$ cat src/hw/port_io_params.svh
// register map, field positions and reset values of the port 2 / port 5 block
// assumes byte addressing on a 32-bit apb bus, one word per register
`ifndef PORT_IO_PARAMS_SVH
`define PORT_IO_PARAMS_SVH

`define PORT2_DATA_OFS 8'h00
`define PORT2_DIRECTION_OFS 8'h04
`define PORT5_FUNCTION_SELECT_OFS 8'h08
`define PORT5_DIRECTION_OFS 8'h0c

`define PORT2_WIDTH 3
`define PORT5_WIDTH 8
`define WAKE_WIDTH 6

`define PORT2_RSVD_ONES 5'h1f
`define PORT2_DATA_RST 3'h0
`define PORT2_DIRECTION_RST 3'h0
`define PORT5_FUNCTION_SELECT_RST 8'h00
`define PORT5_DIRECTION_RST 8'h00

`define P2_TX_PIN 2
`define P2_RX_PIN 1
`define P2_CLK_PIN 0
`define P5_TRIG_PIN 5
`define P5_OD_LO 6

`endif

$ cat src/hw/port_io_pkg.sv
// types shared by the port 2 / port 5 block
// assumes port_io_params.svh is compiled alongside
package port_io_pkg;
   typedef logic [7:0] apb_addr_t;
   typedef logic [31:0] apb_data_t;
   typedef logic [2:0] port2_vec_t;
   typedef logic [7:0] port5_vec_t;
   typedef logic [5:0] wake_vec_t;
   typedef enum logic [1:0] {
      ROLE_GPIO,
      ROLE_PERIPH_IN,
      ROLE_PERIPH_OUT
   } pin_role_t;
endpackage : port_io_pkg

$ cat src/hw/pin_sync.sv
// two-stage synchroniser for pin levels
// assumes inputs are asynchronous to mclk_i
`timescale 1ns/10ps
module pin_sync #(
   parameter int WIDTH = 8
) (
   input wire logic mclk_i,
   input wire logic reset_i,
   input wire logic [WIDTH-1:0] async_i,
   output logic [WIDTH-1:0] sync_o
);
   logic [WIDTH-1:0] meta_ff;
   logic [WIDTH-1:0] sync_ff;
   logic [WIDTH-1:0] nxt_meta;
   logic [WIDTH-1:0] nxt_sync;

   always_comb begin
      nxt_meta = async_i;
      nxt_sync = meta_ff;
   end

   // reset value 1 keeps active-low wake lines idle
   always_ff @(posedge mclk_i) begin
      if (reset_i) begin
         meta_ff <= '1;
         sync_ff <= '1;
      end else begin
         meta_ff <= nxt_meta;
         sync_ff <= nxt_sync;
      end
   end

   assign sync_o = sync_ff;
endmodule : pin_sync

$ cat src/hw/port2_port5_io_mux.sv
// apb register block and pin muxing for port 2 and port 5
// assumes serial unit control bits and port 5 output data arrive on mclk_i
`timescale 1ns/10ps
`include "port_io_params.svh"
// Summary of operation
// - port 2 data bits 7..3 always read 1, writes ignored
// - port 2 data bits 2..0 are read/write output values, reset 0
// - direction 1 means data read returns stored value
// - direction 0 means data read returns synced pin level
// - tx select set makes pin 2 the serial transmit output
// - receiver enable set makes pin 1 the serial receive input
// - pin 0 is clock input, clock output, or gpio by clock bits
// - a selected peripheral function overrides the pin's direction bit for drive; data reads still follow the direction bit
// - port 5 pins also carry wake inputs and converter trigger
// - port 5 function select is read/write, resets to zero
// - select bits 7,6 choose push-pull or nmos open-drain drive
// - select bit 5 routes pin 5 to wake 5 and trigger
// - select bits 4..0 make pins wake inputs 4..0
// - port 5 direction is write-only, resets to all inputs
// - in gpio use direction 1 drives output, 0 is input
// - port 5 direction ignored while pin is a wake or trigger input
// - port 2 direction is write-only, reset 0, 1 means output
// - serial and port 1 mode settings outrank gpio on port 2
module port2_port5_io_mux (
   input wire logic mclk_i,
   input wire logic reset_i,
   input wire logic psel_i,
   input wire logic penable_i,
   input wire logic pwrite_i,
   input wire port_io_pkg::apb_addr_t paddr_i,
   input wire port_io_pkg::apb_data_t pwdata_i,
   output port_io_pkg::apb_data_t prdata_o,
   output logic pready_o,
   output logic pslverr_o,
   input wire logic tx_select_i,
   input wire logic rx_enable_bit_i,
   input wire logic clock_source_hi_i,
   input wire logic clock_source_lo_i,
   input wire logic clocked_mode_i,
   input wire logic serial_txd_i,
   input wire logic serial_clk_out_i,
   output logic serial_rxd_o,
   output logic serial_clk_in_o,
   input wire port_io_pkg::port2_vec_t p2_pin_i,
   output port_io_pkg::port2_vec_t p2_pin_o,
   output port_io_pkg::port2_vec_t p2_pin_oe_n_o,
   input wire port_io_pkg::port5_vec_t p5_out_data_i,
   input wire port_io_pkg::port5_vec_t p5_pin_i,
   output port_io_pkg::port5_vec_t p5_pin_o,
   output port_io_pkg::port5_vec_t p5_pin_oe_n_o,
   output port_io_pkg::port5_vec_t p5_pin_level_o,
   output port_io_pkg::wake_vec_t wake_in_n_o,
   output logic conv_trigger_in_n_o
);
   import port_io_pkg::*;

   port2_vec_t port2_data_ff;
   port2_vec_t port2_direction_ff;
   port5_vec_t port5_function_select_ff;
   port5_vec_t port5_direction_ff;
   apb_data_t prdata_ff;
   logic pslverr_ff;
   port2_vec_t nxt_port2_data;
   port2_vec_t nxt_port2_direction;
   port5_vec_t nxt_port5_function_select;
   port5_vec_t nxt_port5_direction;
   apb_data_t nxt_prdata;
   logic nxt_pslverr;

   port2_vec_t p2_sync;
   port5_vec_t p5_sync;
   port2_vec_t p2_readback;
   pin_role_t clk_role;
   logic setup_phase;
   logic access_phase;

   function automatic logic addr_mapped(input apb_addr_t addr);
      addr_mapped = (addr == `PORT2_DATA_OFS) || (addr == `PORT2_DIRECTION_OFS) ||
                    (addr == `PORT5_FUNCTION_SELECT_OFS) || (addr == `PORT5_DIRECTION_OFS);
   endfunction : addr_mapped

   pin_sync #(
      .WIDTH(`PORT2_WIDTH)
   ) u_p2_sync (
      .mclk_i(mclk_i),
      .reset_i(reset_i),
      .async_i(p2_pin_i),
      .sync_o(p2_sync)
   );

   pin_sync #(
      .WIDTH(`PORT5_WIDTH)
   ) u_p5_sync (
      .mclk_i(mclk_i),
      .reset_i(reset_i),
      .async_i(p5_pin_i),
      .sync_o(p5_sync)
   );

   assign setup_phase = psel_i && !penable_i;
   assign access_phase = psel_i && penable_i;

   // zero-wait slave: read data is captured in setup, so access always completes
   assign pready_o = access_phase;
   assign prdata_o = prdata_ff;
   assign pslverr_o = pslverr_ff && access_phase;

   always_comb begin
      for (int i = 0; i < `PORT2_WIDTH; i++) begin
         p2_readback[i] = port2_direction_ff[i] ? port2_data_ff[i] : p2_sync[i];
      end
   end

   always_comb begin
      nxt_port2_data = port2_data_ff;
      nxt_port2_direction = port2_direction_ff;
      nxt_port5_function_select = port5_function_select_ff;
      nxt_port5_direction = port5_direction_ff;
      nxt_prdata = prdata_ff;
      nxt_pslverr = pslverr_ff;
      if (setup_phase) begin
         nxt_pslverr = !addr_mapped(paddr_i);
         nxt_prdata = '0;
         if (!pwrite_i) begin
            unique case (paddr_i)
               `PORT2_DATA_OFS: nxt_prdata = {24'h0, `PORT2_RSVD_ONES, p2_readback};
               `PORT5_FUNCTION_SELECT_OFS: nxt_prdata = {24'h0, port5_function_select_ff};
               // direction registers are write-only and read as zero
               default: nxt_prdata = '0;
            endcase
         end
      end
      if (access_phase && pwrite_i) begin
         unique case (paddr_i)
            `PORT2_DATA_OFS: nxt_port2_data = pwdata_i[2:0];
            `PORT2_DIRECTION_OFS: nxt_port2_direction = pwdata_i[2:0];
            `PORT5_FUNCTION_SELECT_OFS: nxt_port5_function_select = pwdata_i[7:0];
            `PORT5_DIRECTION_OFS: nxt_port5_direction = pwdata_i[7:0];
            default: nxt_port2_data = port2_data_ff;
         endcase
      end
   end

   always_ff @(posedge mclk_i) begin
      if (reset_i) begin
         port2_data_ff <= `PORT2_DATA_RST;
         port2_direction_ff <= `PORT2_DIRECTION_RST;
         port5_function_select_ff <= `PORT5_FUNCTION_SELECT_RST;
         port5_direction_ff <= `PORT5_DIRECTION_RST;
         prdata_ff <= '0;
         pslverr_ff <= 1'b0;
      end else begin
         port2_data_ff <= nxt_port2_data;
         port2_direction_ff <= nxt_port2_direction;
         port5_function_select_ff <= nxt_port5_function_select;
         port5_direction_ff <= nxt_port5_direction;
         prdata_ff <= nxt_prdata;
         pslverr_ff <= nxt_pslverr;
      end
   end

   // clock pin: external clock input outranks clock output
   always_comb begin
      if (clock_source_hi_i) begin
         clk_role = ROLE_PERIPH_IN;
      end else if (clock_source_lo_i || clocked_mode_i) begin
         clk_role = ROLE_PERIPH_OUT;
      end else begin
         clk_role = ROLE_GPIO;
      end
   end

   always_comb begin
      p2_pin_o = '0;
      p2_pin_oe_n_o = '1;
      if (tx_select_i) begin
         p2_pin_o[`P2_TX_PIN] = serial_txd_i;
         p2_pin_oe_n_o[`P2_TX_PIN] = 1'b0;
      end else begin
         p2_pin_o[`P2_TX_PIN] = port2_data_ff[`P2_TX_PIN];
         p2_pin_oe_n_o[`P2_TX_PIN] = !port2_direction_ff[`P2_TX_PIN];
      end
      if (!rx_enable_bit_i) begin
         p2_pin_o[`P2_RX_PIN] = port2_data_ff[`P2_RX_PIN];
         p2_pin_oe_n_o[`P2_RX_PIN] = !port2_direction_ff[`P2_RX_PIN];
      end
      unique case (clk_role)
         ROLE_PERIPH_OUT: begin
            p2_pin_o[`P2_CLK_PIN] = serial_clk_out_i;
            p2_pin_oe_n_o[`P2_CLK_PIN] = 1'b0;
         end
         ROLE_GPIO: begin
            p2_pin_o[`P2_CLK_PIN] = port2_data_ff[`P2_CLK_PIN];
            p2_pin_oe_n_o[`P2_CLK_PIN] = !port2_direction_ff[`P2_CLK_PIN];
         end
         ROLE_PERIPH_IN: begin
            p2_pin_o[`P2_CLK_PIN] = 1'b0;
         end
      endcase
   end

   // receive input idles high and clock input idles low when their pin is not assigned to the serial unit
   assign serial_rxd_o = rx_enable_bit_i ? p2_sync[`P2_RX_PIN] : 1'b1;
   assign serial_clk_in_o = (clk_role == ROLE_PERIPH_IN) ? p2_sync[`P2_CLK_PIN] : 1'b0;

   port5_pin_mux u_p5_mux (
      .function_select_i(port5_function_select_ff),
      .direction_i(port5_direction_ff),
      .out_data_i(p5_out_data_i),
      .pin_o(p5_pin_o),
      .pin_oe_n_o(p5_pin_oe_n_o)
   );

   assign p5_pin_level_o = p5_sync;

   // wake and trigger lines are active low, held high when not selected
   always_comb begin
      for (int i = 0; i < `WAKE_WIDTH; i++) begin
         wake_in_n_o[i] = port5_function_select_ff[i] ? p5_sync[i] : 1'b1;
      end
      conv_trigger_in_n_o = port5_function_select_ff[`P5_TRIG_PIN] ?
                            p5_sync[`P5_TRIG_PIN] : 1'b1;
   end
endmodule : port2_port5_io_mux

$ cat src/hw/port5_pin_mux.sv
// port 5 pad drive: push-pull, open-drain or wake/trigger input per pin
// assumes registers and output data come from logic on the same clock
`timescale 1ns/10ps
`include "port_io_params.svh"
module port5_pin_mux (
   input wire port_io_pkg::port5_vec_t function_select_i,
   input wire port_io_pkg::port5_vec_t direction_i,
   input wire port_io_pkg::port5_vec_t out_data_i,
   output port_io_pkg::port5_vec_t pin_o,
   output port_io_pkg::port5_vec_t pin_oe_n_o
);
   import port_io_pkg::*;

   always_comb begin
      pin_o = '0;
      pin_oe_n_o = '1;
      for (int i = 0; i < `PORT5_WIDTH; i++) begin
         if (i >= `P5_OD_LO) begin
            if (direction_i[i]) begin
               if (function_select_i[i]) begin
                  // open drain: only a low is driven, a high floats
                  pin_o[i] = 1'b0;
                  pin_oe_n_o[i] = out_data_i[i];
               end else begin
                  pin_o[i] = out_data_i[i];
                  pin_oe_n_o[i] = 1'b0;
               end
            end
         end else if (!function_select_i[i] && direction_i[i]) begin
            pin_o[i] = out_data_i[i];
            pin_oe_n_o[i] = 1'b0;
         end
      end
   end
endmodule : port5_pin_mux

$ cat config.mk
export PLATFORM = sky130hd
export DESIGN_NAME = port2_port5_io_mux
export DESIGN_NICKNAME = d
export VERILOG_FILES = /design/src/hw/port_io_pkg.sv /design/src/hw/pin_sync.sv /design/src/hw/port2_port5_io_mux.sv /design/src/hw/port5_pin_mux.sv
export VERILOG_INCLUDE_DIRS = /design/src /design/src/hw
export SDC_FILE = /design/constraint.sdc
export NUM_CORES = 1
export LEC_CHECK = 0
export BUFFER_PORTS_ARGS = -buffer_cell sky130_fd_sc_hd__buf_2
export CAP_MARGIN = 20
export CORE_MARGIN = 2
export CORE_UTILIZATION = 45
export CTS_BUF_LIST = sky130_fd_sc_hd__clkbuf_4
export DETAILED_ROUTE_END_ITERATION = 7
export PLACE_DENSITY = 0.83
export SYNTH_ARGS = -nofsm -noshare
export SYNTH_HDL_FRONTEND = slang
export SYNTH_SLANG_ARGS = --single-unit
$ cat constraint.sdc
create_clock -name mclk_i -period 2.1 [get_ports mclk_i]
set_clock_uncertainty 0.2 [all_clocks]
set_input_delay 0.525 -clock mclk_i [delete_from_list [all_inputs] [get_ports mclk_i]]
set_output_delay 0.525 -clock mclk_i [all_outputs]
set_load 0.02 [all_outputs]
==> key figures <==
Outcome
  • Outcome: finished, final reports clean

Clocking
  • Clk_lat worst skew: ~0.36 ns
  • Inserted Clock Buffers: 5
  • Post-CTS setup buffer count: 0
  • H-tree levels: 2
  • CTS max path bufs: 2
  • Root Driver: clkbuf_4
  • CTS sink count: between 50 and 60
  • Reg clk slew, reported paths: about 0.14 ns
  • CTS tree: done
  • Post-cts sizing count: 0
  • CTS Hold Bufs: 0

Yosys
  • Synth top cells by count: dfxtp_1, nand2b_1, buf_4, mux2i_1, or2_2
  • Post-synthesis compound-gate area fraction: under 10%
  • XOR/XNOR Fraction of Synth Area: 0%
  • Ys flop type: dfxtp_1
  • Seq/Total Area, Yosys: ~44%
  • Syn_area_per_cell: between 9 and 10 µm²
  • Number of flops mapped to enable cells by yosys: 0
  • Post-synth cell types: 28
  • Post-Synth Simple-Gate Area: just under 30%
  • Synth area leaders: dfxtp_1, nand2b_1, mux2i_1
  • FF+latch count, synth: 53
  • Most frequent cell after synthesis: dfxtp_1
  • Synth Instances: 252
  • Syn. warnings: 0
  • Mux contribution to synthesized area: between 10% and 20%
  • Area fraction of the dominant cell type after synthesis: between 40% and 50%
  • Synth area leader: dfxtp_1
  • Synthesized-area fraction occupied by adder cells: 0%
  • Synthesized cell area: ~2400 µm²
  • FFs w/ async S/R, synth: 0%
  • Largest family of logic cells by synthesized area: simple AND/OR/NAND/NOR gates

Worst setup path
  • Critical Path Sink: p2_pin_oe_n_o[0]
  • CP Max Fanout: 3
  • RR Startpoint: port2_direction_ff[1]
  • Total stage count of the critical path: 3
  • Setup crit start: port2_direction_ff[0]
  • Crit-path leading delay family: flip-flops
  • Worst path arrival time: around 1.2 ns
  • Reg2reg setup slack: approximately 0.83 ns
  • Reg2Reg Depth: 3
  • Critical Path Max Stage Delay: roughly 0.38 ns
  • CP max-delay cell: dfxtp_1
  • Critical register-to-register path endpoint: prdata_o[1]
  • Crit-path cells: nor3_1 -> or2_2 -> buf_2
  • Worst EP required: 1.37 ns
  • WP buf/inv: 1
  • Startpoint types: flip-flop
  • Setup CP Type: reg2out
  • Critical Path End Type: output port

STA
  • Clock period minus worst slack: about 1.9 ns
  • Slew Limit Fails: 0
  • Final Hold Fails: 0
  • Total Neg Setup Slack: 0 ns
  • Slew HR: between 60% and 70%
  • Endpoints failing setup: 0
  • Fmax: a little over 0.5 GHz
  • Tightest Pin Transition: 0.5862 ns
  • RSZ-0062 raised after global routing: no
  • Period utilization: 92.54%

Hold path
  • Worst min path class: in2reg

GRT
  • First-pass GRT wire length: 7.431 mm
  • GRT Resource Usage Total: approximately 15%
  • Initial antenna violation count: 0
  • Grt ovf: 0
  • Largest net degree at the start of global routing: between 40 and 50
  • Vias in the first global route: ~1.7k

Detailed routing
  • DRT Wirelength: roughly 4.6 mm
  • Avg WL per Cell: around 11 µm
  • First-pass detailed-route iteration total: 4
  • Vias per cell: about 4.5
  • DRC: 0
  • Total number of vias: about 1.9k
  • DR iter-0 viols: 53
  • Antenna Nets Post-Route: 0

Place
  • Post-DP HPWL: approximately 3.6 mm
  • Port Buffers: 95
  • Routability cong.: about 0.73

Die
  • Die Ht: roughly 77 µm
  • Starting Density: between 40% and 50%
  • Number of I/O pins: 144
  • Core Area: ~5100 µm²
  • # rows: 26
  • Die ar.: between 5000 and 6000 µm²
  • Die Span X: just under 80 µm

Finish
  • Number of fill cells: roughly 500
  • Util after Layout: about 57%
  • NumNets Final: 416
  • Share of layout cells above drive strength 1: between 30% and 40%
  • Antenna fix cells: 0
  • Layout area overhead: 20.48%

Power
  • LEAKAGE: about 0.0014 µW
  • Max IR drop VDD: ~0.47 mV
  • Total power: 1648 µW
  • PwrDens: roughly 570 nW/µm²

Flow run
  • # Max-Cap Violations: 0
cells by family after synthesis:
| kind of cell | after synthesis |
|---|---|
| buffers and inverters | 45 |
| other | 1 |
| multiplexers | 29 |
| flip-flops | 53 |
| AO/OA/AOI/OAI | 11 |
| AND/OR/NAND/NOR | 113 |
state kept, by name, summed over array words and instances (netlist names):
name                      flops
port2_data_ff                 3
port2_direction_ff            3
port5_direction_ff            8
port5_function_select_ff      8
prdata_o                      8
pslverr_ff                    1
u_p2_sync.meta_ff             3
u_p2_sync.sync_o              3
u_p5_sync.meta_ff             8
u_p5_sync.sync_o              8
routing by layer:
metal / vias to the layer above / GRT usage [%] / share of wire (%)
met5: - / 0 / 0
met4: 0 / 3.214 / 0.86
met3: 5 / 5.000 / 7.6
met2: 75 / 26.70 / 48
met1: 825 / 18.60 / 44
li1: 964 / - / -
cell usage in the layout, fill, tap and decap left out:
cell,n
a21oi_1,1
o21ai_0,1
buf_2,95
clkbuf_4,5
nand2_1,6
nor2b_1,7
inv_1,9
a311oi_1,1
nor4_4,1
clkinv_1,1
and3_1,1
mux2i_1,25
nor2_1,10
nand4_1,2
or2_2,23
nand2b_1,50
and4b_1,1
nor3_1,1
buf_4,4
o32ai_1,8
nand4b_1,3
and2_1,2
nor4_1,1
mux2_2,4
conb_1,24
clkinvlp_4,1
and3b_1,2
dfxtp_1,53
and4_1,3
power by group:
part,total (µW),switching [µW],internal [µW]
registers,1030,5.97,1030
clock network,410,289,121
logic,206,119,86.7
per-stage QoR:
step / setup slack [ns] / hold slack [ns] / cells / cell area [µm²]
final: 0.1566 / 0.1376 / 415 / 2915
after global routing: 0.04450 / 0.09602 / 415 / 2915
after CTS: 0.1357 / 0.1222 / 415 / 2915
after detailed placement: 0.007287 / 0.1981 / 408 / 2867
after global placement: 0.04388 / 0.1903 / 408 / 2867
after floorplan: 0.3479 / 0.1895 / 275 / 2506
cell type report:
class | instances | area, µm² | area share [%]
Tap cell | 70 | 87.58 | 3.004
Sequential cell | 53 | 1061 | 36.39
Inverter | 9 | 33.78 | 1.159
Timing Repair Buffer | 99 | 505.5 | 17.34
Clock inverter | 2 | 11.26 | 0.3863
Clock buffer | 5 | 37.54 | 1.288
Multi-Input combinational cell | 177 | 1179 | 40.43
worst min-delay path by stage:
stage | start | end | slack, ns | cells past startpoint
floorplan | u_p2_sync.meta_ff[0] | u_p2_sync.sync_o[0] | 0.19 | 1
global placement | u_p5_sync.meta_ff[0] | u_p5_sync.sync_o[0] | 0.19 | 1
detailed placement | u_p5_sync.meta_ff[6] | u_p5_sync.sync_o[6] | 0.20 | 1
CTS | p2_pin_i[2] | u_p2_sync.meta_ff[2] | 0.12 | 2
global route | p5_pin_i[2] | u_p5_sync.meta_ff[2] | 0.1 | 2
finish | p5_pin_i[6] | u_p5_sync.meta_ff[6] | 0.14 | 2
Note: power is estimated with default switching activity, not from simulation.
